==> src/fets_cfg.svh <==
// Timing, geometry and register-map constants of the frame and trigger sequencer
`ifndef FETS_CFG_SVH
`define FETS_CFG_SVH

// ****************************************************************
// Clock rate
// ****************************************************************
`define CLK_MHZ             100
`define CLK_KHZ             100000

// ****************************************************************
// Frame timing, slower variant (times as printed, cycles derived)
// ****************************************************************
`define FRAME_MS            133
`define FRAME_CYC           (`FRAME_MS * `CLK_KHZ)
`define OUT_DELAY_MS        8
`define OUT_DELAY_CYC       (`OUT_DELAY_MS * `CLK_KHZ)
`define OUT_WIN_MS          120
`define OUT_WIN_CYC         (`OUT_WIN_MS * `CLK_KHZ)

// ****************************************************************
// Trigger path timing
// ****************************************************************
`define FLUSH_US            3
`define FLUSH_CYC           (`FLUSH_US * `CLK_MHZ)
`define FSYNC_LEAD_US       10
`define FSYNC_LEAD_CYC      (`FSYNC_LEAD_US * `CLK_MHZ)
`define FSYNC_WIDTH_US      1
`define FSYNC_WIDTH_CYC     (`FSYNC_WIDTH_US * `CLK_MHZ)
`define TRIG_QUAL_US        20
`define TRIG_QUAL_CYC       (`TRIG_QUAL_US * `CLK_MHZ)

// ****************************************************************
// Partial-scan geometry
// ****************************************************************
`define UNIT_W              320
`define UNIT_H              240
`define FULL_W_UNITS        4
`define FULL_H_UNITS        4

// ****************************************************************
// Register map (byte offsets) and fields
// ****************************************************************
`define REG_CTRL            8'h00
`define REG_SHUTTER         8'h04
`define REG_REGION          8'h08
`define REG_STATUS          8'h0c
`define REG_IMAGES          8'h10
`define CTRL_TRIG_BIT       0
`define CTRL_REDUCED_BIT    1
`define CTRL_ISO_BIT        2
`define CTRL_PARTIAL_BIT    3
`define SHUTTER_W           22
`define SHUTTER_RESET       22'h000064
`define CTRL_RESET          4'h0
`define REGION_X_LSB        0
`define REGION_W_LSB        8
`define REGION_Y_LSB        16
`define REGION_H_LSB        24
`define STAT_SEND_BIT       0
`define STAT_INHIBIT_BIT    1
`define STAT_REGION_ERR_BIT 2
`define STAT_EXPOSE_BIT     3
`define STAT_DELAY_BIT      4

`endif

==> src/fets_pkg.sv <==
// Types shared by the frame and trigger sequencer
package fets_pkg;

    // Output window sequencer, Gray along idle-delay-send
    typedef enum logic [1:0] {
        O_IDLE  = 2'b00,
        O_DELAY = 2'b01,
        O_SEND  = 2'b11
    } out_state_e;

    // Trigger sequencer, Gray along idle-qualify-flush-expose-wait
    typedef enum logic [2:0] {
        T_IDLE   = 3'b000,
        T_QUAL   = 3'b001,
        T_FLUSH  = 3'b011,
        T_EXPOSE = 3'b010,
        T_WAIT   = 3'b110
    } trig_state_e;

endpackage

==> src/frame_sequencer.sv <==
// Exposure, frame-sync, trigger and image-output sequencer for a scan camera
// Contract
// [RULE1] Base frame period; reduced rate doubles output period
// [RULE2] Normal mode: continuous frame sync, image each
// [RULE3] Output starts delay after sync fall, window
// [RULE4] Reduced rate: read every sync, send alternate
// [RULE5] Long exposure: no output until exposure done
// [RULE6] Trigger mode: falling trigger edge starts event
// [RULE7] Trigger source holds input low 1 ms
// [RULE8] Flush pulse after acceptance, then exposure
// [RULE9] Internal frame sync 10 us before exposure end
// [RULE10] Trigger output uses same delay and window
// [RULE11] Inhibit from acceptance until image sent
// [RULE12] Reduced rate extends inhibit to transfer end
// [RULE13] Triggers spaced by exposure plus frame
// [RULE14] Partial region built from whole minimum units
// [RULE15] Partial scan in both modes, same rate
// [RULE16] Trigger mode on stops continuous output at once
// [RULE17] One frame exposed and sent per trigger
// [RULE18] Trigger synchronised and qualified low before accept
// [RULE19] Region past frame edge is rejected
`timescale 1ns/100ps
`include "fets_cfg.svh"
module frame_sequencer
    import fets_pkg::*;
#(
    parameter logic [31:0] FRAME_CYC     = `FRAME_CYC,
    parameter logic [31:0] OUT_DELAY_CYC = `OUT_DELAY_CYC,
    parameter logic [31:0] OUT_WIN_CYC   = `OUT_WIN_CYC,
    parameter int          FULL_W_UNITS  = `FULL_W_UNITS,
    parameter int          FULL_H_UNITS  = `FULL_H_UNITS,
    parameter int          UNIT_W        = `UNIT_W,
    parameter int          UNIT_H        = `UNIT_H
) (
    input  wire logic        clk,
    input  wire logic        srst,
    input  wire logic [7:0]  addr,
    input  wire logic [31:0] wr_data,
    input  wire logic        wr_en,
    input  wire logic        rd_en,
    output logic      [31:0] rd_data,
    input  wire logic        trigger_input_n,
    output logic             frame_sync_pulse,
    output logic             charge_flush,
    output logic             exposing,
    output logic             image_active,
    output logic             trigger_inhibit,
    output logic      [15:0] roi_x0,
    output logic      [15:0] roi_width,
    output logic      [15:0] roi_y0,
    output logic      [15:0] roi_height
);

    // ****************************************************************
    // Elaboration checks
    // ****************************************************************
    if (OUT_DELAY_CYC == 32'h0 || OUT_WIN_CYC == 32'h0 || FRAME_CYC < 32'h2
        || OUT_WIN_CYC > 32'h7fffffff) begin : g_chk_time
        $error("frame_sequencer: timing parameters unusable");
    end
    if (UNIT_W * FULL_W_UNITS > 65535 || UNIT_H * FULL_H_UNITS > 65535) begin : g_chk_geo
        $error("frame_sequencer: frame too large for 16-bit geometry outputs");
    end

    // ****************************************************************
    // Registers and state
    // ****************************************************************
    localparam logic [15:0] FSYNC_W   = 16'(`FSYNC_WIDTH_CYC);
    localparam logic [31:0] FLUSH_C   = 32'(`FLUSH_CYC);
    localparam logic [31:0] LEAD_C    = 32'(`FSYNC_LEAD_CYC);
    localparam logic [31:0] QUAL_C    = 32'(`TRIG_QUAL_CYC);

    logic [3:0]             ctrl;
    logic [`SHUTTER_W-1:0]  shutter;
    logic [7:0]             reg_x, reg_w, reg_y, reg_h;
    logic                   region_err;
    logic [15:0]            image_count;
    logic                   trig_mode_d;
    logic                   trig_meta, trig_sync, trig_prev;
    logic [31:0]            frame_cnt;
    logic [31:0]            expo_acc;
    logic [15:0]            fs_cnt;
    logic [31:0]            out_cnt;
    logic [31:0]            t_cnt;
    logic                   fs_issued;
    out_state_e             out_state;
    trig_state_e            t_state;

    // ****************************************************************
    // Decoding and derived terms
    // ****************************************************************
    logic        trig_mode, reduced, iso_en, partial_en;
    logic        wr_ctrl, wr_shutter, wr_region;
    logic        fit_x, fit_y, region_ok;
    logic [31:0] exp_cyc, win_cyc, acc_sum;
    logic        trig_fall, trig_rise_mode, frame_ready;
    logic        normal_req, trig_req, fs_req, fs_fall;
    logic        start_out, out_done, expo_done;
    logic [31:0] rd_mux;

    assign trig_mode  = ctrl[`CTRL_TRIG_BIT];
    assign reduced    = ctrl[`CTRL_REDUCED_BIT];
    assign iso_en     = ctrl[`CTRL_ISO_BIT];
    assign partial_en = ctrl[`CTRL_PARTIAL_BIT];
    assign wr_ctrl    = wr_en && (addr == `REG_CTRL);
    assign wr_shutter = wr_en && (addr == `REG_SHUTTER);
    assign wr_region  = wr_en && (addr == `REG_REGION);

    // Shutter is held in microseconds; 22 bits times 100 stays inside 32 bits
    assign exp_cyc = 32'({10'h000, shutter} * 32'(`CLK_MHZ));
    // Reduced rate stretches the transfer window, which also stretches inhibit
    assign win_cyc = reduced ? {OUT_WIN_CYC[30:0], 1'b0} : OUT_WIN_CYC; // [RULE4] [RULE12]

    // Each axis checked by its own instance of the axis_fit checker
    axis_fit #(.FULL_UNITS(FULL_W_UNITS)) u_fit_x (
        .origin (wr_data[`REGION_X_LSB +: 8]),
        .size   (wr_data[`REGION_W_LSB +: 8]),
        .fits   (fit_x)
    );
    axis_fit #(.FULL_UNITS(FULL_H_UNITS)) u_fit_y (
        .origin (wr_data[`REGION_Y_LSB +: 8]),
        .size   (wr_data[`REGION_H_LSB +: 8]),
        .fits   (fit_y)
    );
    assign region_ok = fit_x && fit_y; // [RULE19]

    // Edge is looked for on the second synchroniser stage only
    assign trig_fall      = trig_prev && !trig_sync; // [RULE6]
    assign trig_rise_mode = trig_mode && !trig_mode_d;

    // Exposure spanning several frames accumulates frame periods first
    assign acc_sum     = expo_acc + FRAME_CYC;
    assign frame_ready = (acc_sum >= exp_cyc); // [RULE5]

    // Frame-sync sources: free timer in normal mode, exposure end in trigger
    assign normal_req = !trig_mode && (frame_cnt == 32'h0); // [RULE2]
    assign trig_req   = (t_state == T_EXPOSE) && !fs_issued
                        && ((t_cnt + LEAD_C) >= exp_cyc); // [RULE9]
    assign fs_req     = normal_req || trig_req;
    assign fs_fall    = (fs_cnt == 16'h0001);

    // A busy window drops the frame just read, giving alternate images
    assign start_out = fs_fall && (out_state == O_IDLE) && !trig_rise_mode
                       && (trig_mode ? (t_state == T_EXPOSE || t_state == T_WAIT)
                                     : (iso_en && frame_ready)); // [RULE4] [RULE16]
    // At-or-past end, so a rate change in mid-window can never overrun the count
    assign out_done  = (out_state == O_SEND) && (out_cnt >= win_cyc - 32'h1);
    assign expo_done = fs_issued && ((t_cnt + 32'h1) >= exp_cyc);

    // Register read selection; unmapped addresses read as zero
    assign rd_mux = (addr == `REG_CTRL)    ? {28'h0, ctrl} :
                    (addr == `REG_SHUTTER) ? {10'h0, shutter} :
                    (addr == `REG_REGION)  ? {reg_h, reg_y, reg_w, reg_x} :
                    (addr == `REG_STATUS)  ? {27'h0, out_state == O_DELAY, exposing,
                                              region_err, trigger_inhibit,
                                              image_active} :
                    (addr == `REG_IMAGES)  ? {16'h0, image_count} : 32'h0;

    // ****************************************************************
    // Register file
    // ****************************************************************
    // Rejected region writes keep the old region and raise the error flag
    always_ff @(posedge clk) begin
        if (srst) begin
            ctrl       <= `CTRL_RESET;
            shutter    <= `SHUTTER_RESET;
            reg_x      <= 8'h00;
            reg_w      <= 8'(FULL_W_UNITS);
            reg_y      <= 8'h00;
            reg_h      <= 8'(FULL_H_UNITS);
            region_err <= 1'b0;
        end else begin
            if (wr_ctrl) begin
                ctrl <= wr_data[3:0];
            end
            if (wr_shutter) begin
                shutter <= wr_data[`SHUTTER_W-1:0];
            end
            if (wr_region && region_ok) begin
                reg_x      <= wr_data[`REGION_X_LSB +: 8]; // [RULE14]
                reg_w      <= wr_data[`REGION_W_LSB +: 8];
                reg_y      <= wr_data[`REGION_Y_LSB +: 8];
                reg_h      <= wr_data[`REGION_H_LSB +: 8];
                region_err <= 1'b0;
            end else if (wr_region) begin
                region_err <= 1'b1; // [RULE19]
            end
        end
    end

    // Read data stands for the single cycle after the strobe
    always_ff @(posedge clk) begin
        if (srst) begin
            rd_data <= 32'h0;
        end else begin
            rd_data <= rd_en ? rd_mux : 32'h0;
        end
    end

    // ****************************************************************
    // Trigger input conditioning
    // ****************************************************************
    // Two-stage synchroniser plus edge history; idles high
    always_ff @(posedge clk) begin
        if (srst) begin
            trig_meta   <= 1'b1;
            trig_sync   <= 1'b1;
            trig_prev   <= 1'b1;
            trig_mode_d <= 1'b0;
        end else begin
            trig_meta   <= trigger_input_n; // [RULE18]
            trig_sync   <= trig_meta;
            trig_prev   <= trig_sync;
            trig_mode_d <= trig_mode;
        end
    end

    // ****************************************************************
    // Normal-mode frame timer and exposure accumulator
    // ****************************************************************
    // Sensor is read on every sync; the doubled output period of the
    // reduced rate comes from the doubled window skipping every other frame
    always_ff @(posedge clk) begin
        if (srst || trig_mode) begin
            frame_cnt <= 32'h0;
        end else if (frame_cnt == FRAME_CYC - 32'h1) begin
            frame_cnt <= 32'h0; // [RULE1]
        end else begin
            frame_cnt <= frame_cnt + 32'h1;
        end
    end

    // Counts exposed time across syncs until a whole exposure is gathered
    always_ff @(posedge clk) begin
        if (srst || trig_mode) begin
            expo_acc <= 32'h0;
        end else if (fs_fall) begin
            expo_acc <= frame_ready ? 32'h0 : acc_sum; // [RULE5]
        end
    end

    // ****************************************************************
    // Frame-sync pulse generator
    // ****************************************************************
    // A fresh request reloads the width; the falling edge is the time base
    always_ff @(posedge clk) begin
        if (srst) begin
            fs_cnt <= 16'h0;
        end else if (fs_req) begin
            fs_cnt <= FSYNC_W;
        end else if (fs_cnt != 16'h0) begin
            fs_cnt <= fs_cnt - 16'h1;
        end
    end

    // ****************************************************************
    // Image output window sequencer
    // ****************************************************************
    // Entering trigger mode aborts any window in progress
    always_ff @(posedge clk) begin
        if (srst || trig_rise_mode) begin
            out_state <= O_IDLE; // [RULE16]
            out_cnt   <= 32'h0;
        end else begin
            case (out_state)
                O_IDLE: begin
                    out_cnt <= 32'h0;
                    if (start_out) begin
                        out_state <= O_DELAY; // [RULE3] [RULE10] [RULE17]
                    end
                end
                O_DELAY: begin
                    if (out_cnt == OUT_DELAY_CYC - 32'h1) begin
                        out_state <= O_SEND;
                        out_cnt   <= 32'h0;
                    end else begin
                        out_cnt <= out_cnt + 32'h1;
                    end
                end
                O_SEND: begin
                    if (out_done) begin
                        out_state <= O_IDLE; // [RULE3]
                        out_cnt   <= 32'h0;
                    end else begin
                        out_cnt <= out_cnt + 32'h1;
                    end
                end
                default: begin
                    out_state <= O_IDLE;
                    out_cnt   <= 32'h0;
                end
            endcase
        end
    end

    // Completed images, wrapping counter for software
    always_ff @(posedge clk) begin
        if (srst) begin
            image_count <= 16'h0;
        end else if (out_done) begin
            image_count <= image_count + 16'h1;
        end
    end

    // ****************************************************************
    // Trigger sequencer
    // ****************************************************************
    // Edges seen outside idle are ignored, which is the inhibit itself
    always_ff @(posedge clk) begin
        if (srst || !trig_mode) begin
            t_state   <= T_IDLE;
            t_cnt     <= 32'h0;
            fs_issued <= 1'b0;
        end else begin
            case (t_state)
                T_IDLE: begin
                    t_cnt     <= 32'h0;
                    fs_issued <= 1'b0;
                    if (trig_fall) begin
                        t_state <= T_QUAL; // [RULE6] [RULE11]
                    end
                end
                T_QUAL: begin
                    // Bounce shorter than the qualifying time is dropped
                    if (trig_sync) begin
                        t_state <= T_IDLE; // [RULE18]
                    end else if (t_cnt == QUAL_C - 32'h1) begin
                        t_state <= T_FLUSH;
                        t_cnt   <= 32'h0;
                    end else begin
                        t_cnt <= t_cnt + 32'h1;
                    end
                end
                T_FLUSH: begin
                    if (t_cnt == FLUSH_C - 32'h1) begin
                        t_state <= T_EXPOSE; // [RULE8]
                        t_cnt   <= 32'h0;
                    end else begin
                        t_cnt <= t_cnt + 32'h1;
                    end
                end
                T_EXPOSE: begin
                    if (trig_req) begin
                        fs_issued <= 1'b1; // [RULE9]
                    end
                    if (expo_done) begin
                        t_state <= T_WAIT; // [RULE17]
                    end else begin
                        t_cnt <= t_cnt + 32'h1;
                    end
                end
                T_WAIT: begin
                    // Held until the whole image, however long, has left
                    if (fs_cnt == 16'h0 && out_state == O_IDLE) begin
                        t_state <= T_IDLE; // [RULE11] [RULE12]
                    end
                end
                default: begin
                    t_state <= T_IDLE;
                end
            endcase
        end
    end

    // ****************************************************************
    // Registered outputs
    // ****************************************************************
    // Region applies in either mode and leaves frame timing untouched
    always_ff @(posedge clk) begin
        if (srst) begin
            frame_sync_pulse <= 1'b0;
            charge_flush     <= 1'b0;
            exposing         <= 1'b0;
            image_active     <= 1'b0;
            trigger_inhibit  <= 1'b0;
            roi_x0           <= 16'h0;
            roi_width        <= 16'h0;
            roi_y0           <= 16'h0;
            roi_height       <= 16'h0;
        end else begin
            frame_sync_pulse <= (fs_cnt != 16'h0);
            charge_flush     <= (t_state == T_FLUSH); // [RULE8]
            exposing         <= (t_state == T_EXPOSE);
            image_active     <= (out_state == O_SEND);
            trigger_inhibit  <= (t_state == T_FLUSH) || (t_state == T_EXPOSE)
                                || (t_state == T_WAIT); // [RULE11]
            roi_x0     <= partial_en ? 16'(reg_x * UNIT_W) : 16'h0; // [RULE14] [RULE15]
            roi_width  <= partial_en ? 16'(reg_w * UNIT_W) : 16'(FULL_W_UNITS * UNIT_W);
            roi_y0     <= partial_en ? 16'(reg_y * UNIT_H) : 16'h0;
            roi_height <= partial_en ? 16'(reg_h * UNIT_H) : 16'(FULL_H_UNITS * UNIT_H);
        end
    end

endmodule // frame_sequencer

==> src/axis_fit.sv <==
// Checks that one axis of a partial-scan region fits inside the full frame
`timescale 1ns/100ps
module axis_fit #(
    parameter int FULL_UNITS = 4
) (
    input  wire logic [7:0] origin,
    input  wire logic [7:0] size,
    output logic            fits
);
    logic [8:0] extent;

    // Empty regions are refused as well as ones that run off the edge
    assign extent = {1'b0, origin} + {1'b0, size};
    assign fits   = (size != 8'h00) && (extent <= 9'(FULL_UNITS)); // [RULE19]

    if (FULL_UNITS < 1 || FULL_UNITS > 255) begin : g_chk
        $error("axis_fit: FULL_UNITS out of range");
    end
endmodule // axis_fit

==> config.mk <==
export PLATFORM = sky130hd
export DESIGN_NAME = frame_sequencer
export DESIGN_NICKNAME = d
export VERILOG_FILES = /design/src/fets_pkg.sv /design/src/frame_sequencer.sv /design/src/axis_fit.sv
export VERILOG_INCLUDE_DIRS = /design/src /design/src/src
export SDC_FILE = /design/constraint.sdc
export NUM_CORES = 1
export LEC_CHECK = 0
export BUFFER_PORTS_ARGS = -buffer_cell sky130_fd_sc_hd__buf_2
export CELL_PAD_IN_SITES_DETAIL_PLACEMENT = 0
export CELL_PAD_IN_SITES_GLOBAL_PLACEMENT = 1
export CORE_MARGIN = 1.5
export CORE_UTILIZATION = 48
export CTS_CLUSTER_DIAMETER = 40
export DETAILED_ROUTE_END_ITERATION = 12
export PLACE_DENSITY_LB_ADDON = 0.1
export SLEW_MARGIN = 20
export SYNTH_ARGS = -nofsm -noshare
export SYNTH_HDL_FRONTEND = slang
export SYNTH_SLANG_ARGS = --single-unit
export TNS_END_PERCENT = 20
==> constraint.sdc <==
create_clock -name clk -period 10.49 [get_ports clk]
set_input_delay 1.049 -clock clk [delete_from_list [all_inputs] [get_ports clk]]
set_output_delay 1.049 -clock clk [all_outputs]
set_load 0.03 [all_outputs]
## Word level (Yosys, flattened, before mapping)

Cells that the tools add are included.

| cells by class | value |
|---|---|
| $add $sub $neg | 10 |
| $lt $le $gt $ge | 6 |
| mux-type cells | 33 |
| equality and inequality tests | 26 |
| $mul | 5 |
| reduce and logical (&&, ||, !) cells | 53 |
| bitwise logic cells | 2 |

Operators by type and width:

| kind | count |
|---|---|
| $mux 32 | 8 |
| $pmux 32 s4 | 1 |
| $add 32x1->32 const B | 3 |
| $ge 32x29->1 | 3 |
| $pmux 32 s2 | 1 |
| $add 32x10->32 const B | 1 |
| $add 32x24->32 const B | 1 |
| $eq 32x11->1 const B | 1 |
| $eq 32x20->1 const B | 1 |
| $eq 32x24->1 const B | 1 |
| $eq 32x9->1 const B | 1 |
| $ge 32x32->1 | 1 |
| $logic_not 32->1 | 1 |
| $mux 16 | 2 |
| $mul 22x5->27 const B | 1 |
| $sub 25x1->26 const B | 1 |
| $mux 25 | 1 |
| $mul 8x4->12 const B | 2 |
| $mux 22 | 1 |
| $mul 8x3->10 const B | 2 |
| $logic_and 1x1->1 | 19 |
| $add 8x8->9 | 2 |
| $le 9x3->1 const B | 2 |
| $mux 3 | 6 |
| 40 further kinds | 72 |

| word-level totals | value |
|---|---|
| logic and storage cells | 172 |
| input bits | 45 |
| output and inout bits | 101 |
| register bits | 330 |

## Logic depth before layout (Yosys ltp)

Gate-level depths: netlist (run 1).

| logic depth | value |
|---|---|
| depth in word-level cells | 7 |
| gate-level depth with buffers | 25 |
| gate-level depth less buffers | 24 |

## Cells and area by module

From an unflattened synthesis (run 1), not the netlist that was laid out.

| unflattened totals | value |
|---|---|
| cell total of the unflattened synthesis | 2350 |
| area total of the unflattened synthesis | 20125.6 µm² |

Modules (own cells, without submodules):

| module | times used | seq. area each (µm²) | cells an instance | area an instance (µm²) |
|---|---|---|---|---|
| frame_sequencer | 1 | 6105.9 | 2272 | 19447.4 |
| axis_fit | 2 | 0.0 | 39 | 339.1 |

## Least setup slack after synthesis (run 1)

Ideal clock, no wire load.

| timing path | value |
|---|---|
| path type | register -> register |
| start | register shutter[7] |
| end | register t_cnt[29] |
| clock period less this slack | 5519 ps |
| path slack | 4971 ps |
| cell stages (with the launch flop) | 24 |
| arrival time | 5398 ps |
| buffers on the path | 1 |
| setup time | 122 ps |
| required time | 10368 ps |
| cell sequence | dfxtp_1 ha_1 ha_1 inv_1 fa_1 inv_1 ha_1 a211o_1 a21oi_2 o21ai_0 a2111o_1 a31oi_1 nor2_1 o41ai_1 xor2_1 ha_1 a2111oi_0 o21a_1 a21oi_1 a31oi_2 a21o_4 a21oi_2 buf_2 a221o_1 |

| on the way | value |
|---|---|
| cells in the longest elaborated chain, start to end | 5 |

Ends and longest elaborated chain:

| element | line | RTL |
|---|---|---|
| start, declared | frame_sequencer.sv:74 | `` logic [`SHUTTER_W-1:0] shutter; `` |
| start signal, assigned | frame_sequencer.sv:166 | `` shutter <= `SHUTTER_RESET; `` |
| start signal, assigned | frame_sequencer.sv:177 | `` shutter <= wr_data[`SHUTTER_W-1:0]; `` |
| $mul 22x5->27 | frame_sequencer.sv:110 | `` assign exp_cyc = 32'({10'h000, shutter} * 32'(`CLK_MHZ)); `` |
| $ge 32x29->1 | frame_sequencer.sv:148 | `assign expo_done = fs_issued && ((t_cnt + 32'h1) >= exp_cyc);` |
| $logic_and 1x1->1 | frame_sequencer.sv:148 |  |
| $ne 2x2->1 (no source line) | -- |  |
| $reduce_and 3->1 (no source line) | -- |  |
| end signal, assigned | frame_sequencer.sv:331 | `t_cnt <= t_cnt + 32'h1;` |
| end signal, assigned | frame_sequencer.sv:339 | `t_cnt <= t_cnt + 32'h1;` |
| end signal, assigned | frame_sequencer.sv:349 | `t_cnt <= t_cnt + 32'h1;` |
| end, declared | frame_sequencer.sv:84 | `logic [31:0] t_cnt;` |

Every way passes these cells.
A chain may end at the register's enable or synchronous reset.

## Worst setup path after layout (run 1)

| timing path | value |
|---|---|
| start | register shutter[2] |
| end | register t_cnt[21] |

The elaborated chain is that of the path after synthesis.

==> results.txt, run 1 <==
Power spread over the standard cell area amounts to 143 nW/um^2. The finished layout holds 2980 standard cells, fillers aside. Dividing the final minimum period by the clock period gives 63.0%. Leaving out fill and tap cells, the most frequent cell in the layout is dfxtp_1.

Traced cell by cell, the critical path runs through ha_1, ha_1, fa_1, ha_1, a21oi_1, o21bai_1, a31o_2, a2111o_1, a31oi_1, nor2_1, nor2_1, xor2_1, ha_1, nand4_1, nor3_1, o221a_2, o21ai_0, a21oi_1, o221ai_2, a21o_4, a21oi_2, a221o_1. The floorplan step defined a core boundary enclosing 41100 sq um. The share of synthesized area in the top cell type comes to 30.4%. For the final routed database, the setup TNS stands at 0 ns. The tools report the worst path required time as 11.02 ns. Leaving out fill and tap cells, the most frequent cells in the layout are 305 x dfxtp_1, 248 x nor2_1, 239 x ha_1.

The run gives 2305 as the cell count after synthesis. The post-route minimum period is 6.61 ns. Max-cap violations in this run came to 0.

Number of global-route vias before repair: 16.1k. The cell family contributing the most delay on the critical path is compound AO/OA/AOI/OAI gates. Count of warnings emitted by yosys: 0. The largest individual stage delay along the critical path comes from the cell a21oi_2. The run gives 27.4% as the remaining max-slew budget at the tightest pin. The number of clock buffers added by TritonCTS is 56. The routed layout has 16.7k vias. The logs give 0 for the overflow left after global routing and 0 for the count of unresolved DRC violations after routing. The die is 208 microns tall. The synthesized design contains 0 enable-type register cells. The run finished with clean final reports.

The slew at the pin with the worst max-slew slack works out to 1.09 ns. Setup repair after global routing left no endpoint under its margin. The clock skew is 0.0289 ns.

The cell taking the most area after synthesis is dfxtp_1. Based on the critical path, the design can be clocked at up to 151 MHz. The mean cell area of the mapped netlist is 8.72 sq um. Width of the die: 208 microns.

The tools report the kind of launch point of the worst setup path as a register. Placed wire-length estimate: 40.9 mm. The analysis attributes to cell leakage a power of 10.6 nW. Global routing used 25.1% of the available tracks. On the worst path, the slowest cell contributes a delay of 0.52 ns.

Compared with the post-synthesis result, the final layout area differs by 14.4%. TritonCTS built the clock tree. The fraction of registers with async set/reset works out to 0%. By area the synthesized netlist is led by dfxtp_1 30%, ha_1 15%, fa_1 4.7%. The count of nets left with antenna violations once routing finished came out at 0.

The class of the most critical hold timing path was reg2reg. The number of antenna violations at the first check in global routing came out at 0. Dividing the detail-routed wire length by the instance count gives 18.1 microns. The worst setup path is captured at a register. Summed over all layers, the routed wires come to 53.8 mm. The first detailed-routing pass ran for 7 iterations.

The count of final hold-check violations is 0. The register bit total from synthesis is 305. Count of final setup violators: 0. The worst vdd rail ir drop came out at 0.115 mV. No sink is reached through more buffers than the 3 on the longest clock path.

The final count of pins violating max slew was 0. Worst-path maximum fanout: 11. The clock tree synthesis step divided the H-tree into 2 levels.

Once placement completed, the tool counted placed cells totaling 2874. The count of cells resized by post-cts repair was 0. Hold repair after CTS inserted 0 buffers.

The count of buffers added by post-CTS timing repair for setup was 0. The most used flip-flop cell after synthesis is dfxtp_1. The startpoint of the most critical hold path is trig_meta$_SDFF_PP1_. In this run the critical register-to-register path is launched from shutter[2]$_SDFFE_PP1P_.

Port buffering added 125 buffers. Start-to-end type of the worst setup path: reg2reg. The DRC violation total after the first TritonRoute iteration was 1113.

Pin placement for this block handled 146 I/O pins. The net count of the finished layout is 2731. Entering global routing, the biggest net connects 55 pins.

Tracing the worst setup path back leads to its startpoint at shutter[2]$_SDFFE_PP1P_. The first global-routing pass estimated 87.6 mm of wire. The post-detailed-route via-to-cell ratio was 5.62; the site row count was 74. The die footprint was 43100 sq um. In this run the cell area of the synthesized design comes to 20100 sq um. The proportion of layout cells with a drive suffix above 1 came out at 12.1%. The tools report the distinct cell type count of the synthesized netlist as 89.

The clock net in this run drives a total of 305 sinks. The initial utilization of the core area, before any placement, comes to 48.9%. At the worst endpoint, the arrival time is 7.14 ns.

Routability-driven placement finished with a final weighted congestion of 0.897. Sequential cells were found to cover 30.4% of the synthesized design area. Clock edge transition at the registers on the reported setup and hold paths: 0.05 ns. Clock latency on the worst-skew pair, taken at its later pin, is 0.61 ns.

The worst path buffer plus inverter count came out at 0. Among the stages of the critical path, the cell type that occurs most often is ha_1. The CTS root buffer was clkbuf_16.
[registers in the layout, summed over array words and instances, names as in the netlist, 10 cells and up]
signal,cells
out_cnt,32
t_cnt,32
frame_cnt,32
roi_x0,10
rd_data,32
roi_width,10
fs_cnt,16
expo_acc,27
image_count,16
shutter,22
roi_y0,12
roi_height,12
[kinds of logic after synthesis]
group / count (synthesis) / share of synthesized area, %
other: 1 / 0.0187
and+or+nand+nor: 804 / 20.1
xor gates and xnor gates: 203 / 8.85
buffers and inverters: 264 / 5.49
AOI/OAI and AO/OA: 407 / 13.9
muxes: 35 / 1.74
DFF: 305 / 30.4
adders and majority gates: 286 / 19.6
[worst reg2reg max path, cell delays in order, from the launching register on]
cell and delay [ns]:
dfxtp_1 0.45, ha_1 0.28, ha_1 0.33, fa_1 0.46, ha_1 0.35, a21oi_1 0.27
o21bai_1 0.13, a31o_2 0.30, a2111o_1 0.41, a31oi_1 0.18, nor2_1 0.08, nor2_1 0.13
xor2_1 0.37, ha_1 0.22, nand4_1 0.17, nor3_1 0.28, o221a_2 0.22, o21ai_0 0.17
a21oi_1 0.41, o221ai_2 0.25, a21o_4 0.29, a21oi_2 0.52, a221o_1 0.25
[final timing paths]
path	endpoint	depth (start not counted)	slack [ns]
worst min-delay path	trig_sync$_SDFF_PP1_	1	0.41
worst max register to register	t_cnt[21]$_SDFFE_PP0P_	22	3.88
worst min register to register	trig_sync$_SDFF_PP1_	1	0.41
worst max-delay path	t_cnt[21]$_SDFFE_PP0P_	22	3.88
[layout make-up]
cell class	instances	area (sq um)
Fill cell	3845	18100
Multi-Input combinational cell	1755	13000
Sequential cell	305	6110
Clock buffer	66	1520
Timing Repair Buffer	135	703
Tap cell	532	666
Inverter	147	552
Clock inverter	39	465
Antenna cell	1	2.50
[where the power goes]
group	switching (mW)	leakage (nW)	internal, mW
sequential	0.0139	2.46	1.18
combinational	0.122	7.16	0.0700
clock	0.673	0.969	1.22
total	0.809	10.6	2.47
[cell usage after synthesis, types with 37 or more instances]
cell type / count
dfxtp_1: 305
nor2_1: 248
ha_1: 239
nand2_1: 174
inv_1: 147
a21oi_1: 114
xnor2_1: 105
xor2_1: 98
clkbuf_1: 76
nand3_1: 72
o21ai_0: 71
fa_1: 47
and3_1: 38
nor3_1: 38
nor4_1: 37
[routing by layer]
layer	vias up	track usage, %	wire (microns)
met3	83	3.62	2910
met5	-	0	0
li1	8272	-	-
met2	456	38.8	23800
met4	0	7.73	1170
met1	7923	36.2	25900
[stage by stage]
stage               area, sq um  hold WS, ns  setup slack [ns]  power (mW)  util, %
floorplan                 20200        0.389              4.97        1.35        -
global placement          21000        0.396              4.04        1.40     51.1
detailed placement        21000        0.395              3.94        1.40     51.1
CTS                       23000        0.410              3.87        3.31     55.9
global route              23000        0.426              3.47        3.38     55.9
finish                    23000        0.408              3.88        3.28     55.9
Note: power is estimated with default switching activity, not from simulation.
==> inputs of run 2 (changes only) <==
Settings changed: CORE_UTILIZATION 48 to 47.
Clock period 10.49 ns to 6.9 ns, I/O delays scaled along.
==> run 2 against run 1 <==
  * Die area grew 2.1%
  * Cell area shrank 0.96%
  * Total power grew 43%
  * Via count shrank 0.48%
  * Sequential power grew 52%
  * Critical path depth grew 2
  * Setup slack lost 3.6 ns
  * Wire length grew 0.61%
==> results.txt, run 2 (synthesis results as in run 1) <==
The run finished with clean final reports. Once detailed placement completed, the half-perimeter wirelength came to 41.5 mm. For this run the aggregate overflow at the end of global routing stands at 0.

The slowest stage cell on the critical path is a21oi_2. Summed over all nets, the switching power comes to 1.17 mW. For the core footprint, the log shows 42000 sq um. The worst register-to-register path ends at t_cnt[6]$_SDFFE_PP0P_. After clock tree synthesis, the setup repair step added 0 buffers.

After filler insertion, the fill cell instance count of the layout stands at 3977. At the end of the flow, the number of nets in the layout was 2726. Per report_power, the sequential group accounts for 38.6% of the total.

On the critical path the largest part of the delay comes from compound AO/OA/AOI/OAI gates. The library cells used most frequently in the layout, excluding fill and tap cells, are 305 x dfxtp_1, 247 x nor2_1, 239 x ha_1. The worst setup path is launched from a register. Dividing total power by cell area gives a power density of 206 nW/um^2. Clock edge transition at the registers on the reported setup and hold paths: 0.05 ns. For the worst setup path, the data required time is 7.44 ns. For the post-detailed-routing wire length, the log shows 54.1 mm. At the pin with the least slew margin, the transition time is 1.08 ns. The maximum clock path buffer count was 3; the internal reg-to-reg setup slack was 0.30 ns. Entering global routing, the biggest net connects 71 pins. Before CTS, the worst setup slack after placement is 0.446 ns. Setup violations remaining at the end of the flow were counted as 0. For the number of antenna violations at the first check in global routing, the log shows 1.

Row generation in the floorplan step produced 75 rows. In the routed design, unresolved DRC markers number 0. By startpoint and endpoint, the worst setup path is classified as reg2reg. Combinational cells account for 6.2% of the total power. For the number of global-route vias before repair, the log shows 16.2k. Cell depth of the worst hold path: 2.

The tools report the CTS root buffer as clkbuf_16. Cell internal power was estimated by the tool at 3.51 mW. The clock reaches the later pin of the worst-skew pair after 0.62 ns. The total global routing track utilization was 24.7%; the wire length of the first global-routing pass was 87.1 mm. Worst-path maximum fanout: 11. The startpoint of the most critical hold path is trigger_input_n.

Once the floorplan was initialized, standard cells occupied 47.8% of the core. In this run the worst hold path is classified as in2reg. The count of buffers from port buffering is 125. Setup repair after global routing left no endpoint under its margin. The worst vdd rail ir drop was 0.195 mV; the total leakage power was 10.5 nW.

Walking the worst path, the cells encountered are ha_1, ha_1, inv_1, fa_1, inv_1, ha_1, a211o_1, a21oi_2, o21ai_0, a2111o_1, a31oi_1, nor2_1, nor2_1, xor2_1, ha_1, nand4_1, nor3_1, o221a_2, o21ai_0, a21oi_1, o221ai_2, a21o_4, a21oi_2, a221o_1. The tools report the count of final hold-check violations as 0. The detail route stage leaves a number of antenna-violating nets equal to 0.

Counting cells, the worst reg-to-reg path comes to 24. Detailed-route via count: 16.7k. The number of buffers and inverters on the critical path is 2.

Setup slack on the critical path of the routed design comes to 0.302 ns. 146 I/O pins were placed. The final routed wire length divided by cell count was 18.2 microns. Based on the critical path, the design can be clocked at up to 152 MHz.

The run gives 2 as the total number of H-tree levels. From left edge to right edge, the die measures 210 microns. Of the cells placed in the final design, the portion with a size suffix greater than 1 is 11.5%. Headroom to the max-slew limit came out at 28.0%. Buffers inserted during clock tree synthesis total 50.

Across the run, the number of max-cap violations was 0. Gates resized during post-CTS repair numbered 0. The floorplan step defined a die boundary enclosing 44000 sq um. STA puts the critical path data arrival time at 7.14 ns. Of the total power, the share spent switching nets is 25.0%.

Buffers inserted to repair hold after CTS numbered 0. CTS saw 305 sinks. The clock network burns 55.2% of the power.

The fraction of the cycle the final worst path needs came out at 95.6%. For this block, the initial DRC count from the detailed router was 1063. The tools report the hold-critical path endpoint as trig_meta$_SDFF_PP1_. The run gives 0 ns as the final sum of negative setup slack. The first TritonRoute pass finished after 6 iterations.

On the final layout, the worst clock skew is 0.0455 ns. In this run the vertical extent of the chip is 210 microns. The library cell used most frequently in the layout, excluding fill and tap cells, is dfxtp_1. At the end of routability-driven placement, the weighted congestion stood at 0.886. The delay of the slowest cell on the worst path came out at 0.51 ns. After detailed routing, the number of vias per cell comes to 5.60.

The final count of pins violating max slew is 0. TritonCTS built the clock tree. In this run the critical register-to-register path is launched from shutter[8]$_SDFFE_PP0P_. The clock period could shrink to 6.60 ns.

The tools report the type of element capturing the critical path as a register. Among the stages of the critical path, the cell type that occurs most often is ha_1. Relative to the synthesized area, the layout overhead comes to 13.3%.
## run 2: power by group through the flow
stage	sequential [mW]	clock, mW	combinational (mW)
after floorplan	1.85	0	0.212
after global placement	1.84	0	0.285
after detailed placement	1.84	0	0.289
after CTS	1.81	2.64	0.291
after global routing	1.81	2.72	0.319
final	1.81	2.59	0.289
## run 2: per-layer routing
| metal | track usage (%) | share of wire (%) |
|---|---|---|
| met5 | 0 | 0 |
| met4 | 7.96 | 2.6 |
| met3 | 3.25 | 4.6 |
| met2 | 38.5 | 44 |
| met1 | 35.5 | 49 |
## run 2: metrics by stage
step	cells	hold WS [ns]	power [mW]	utilization [%]	instance area, sq um
after detailed placement	2882	0.408	2.13	50.0	21000
after global placement	2882	0.392	2.13	50.0	21000
after CTS	2974	0.246	4.73	54.1	22800
after floorplan	2324	0.389	2.06	-	20200
final	2976	0.276	4.68	54.2	22800
after global routing	2974	0.261	4.85	54.1	22800
## run 2: layout make-up
type,instances,area [sq um],area share (%)
clock buffer,59,1330,5.82
sequential,305,6110,26.8
timing repair buffer,136,711,3.12
inverter,147,552,2.42
multi-input combinational,1755,13000,57.0
tap,539,674,2.96
antenna,2,5.00,0.0220
clock inverter,33,424,1.86
## run 2: worst max-delay path by stage
stage                             from                endpoint  cells after the start
6_report       shutter[8]$_SDFFE_PP0P_   t_cnt[6]$_SDFFE_PP0P_                     24
5_1_grt        shutter[2]$_SDFFE_PP1P_   t_cnt[6]$_SDFFE_PP0P_                     22
4_1_cts        shutter[8]$_SDFFE_PP0P_   t_cnt[6]$_SDFFE_PP0P_                     24
3_5_place_dp   shutter[8]$_SDFFE_PP0P_  t_cnt[16]$_SDFFE_PP0P_                     24
3_3_place_gp   shutter[2]$_SDFFE_PP1P_  t_cnt[29]$_SDFFE_PP0P_                     22
2_1_floorplan  shutter[7]$_SDFFE_PP0P_  t_cnt[29]$_SDFFE_PP0P_                     23
## run 2: worst reg2reg max path, delay by kind of cell, from the launching register on
family / cells / cell delay (ns)
AND/OR/NAND/NOR: 4 / 0.65
flip-flops: 1 / 0.42
buffers and inverters: 2 / 0.09
adder cells (fa/ha/maj): 5 / 1.61
AO/OA/AOI/OAI: 12 / 3.36
XOR/XNOR: 1 / 0.39
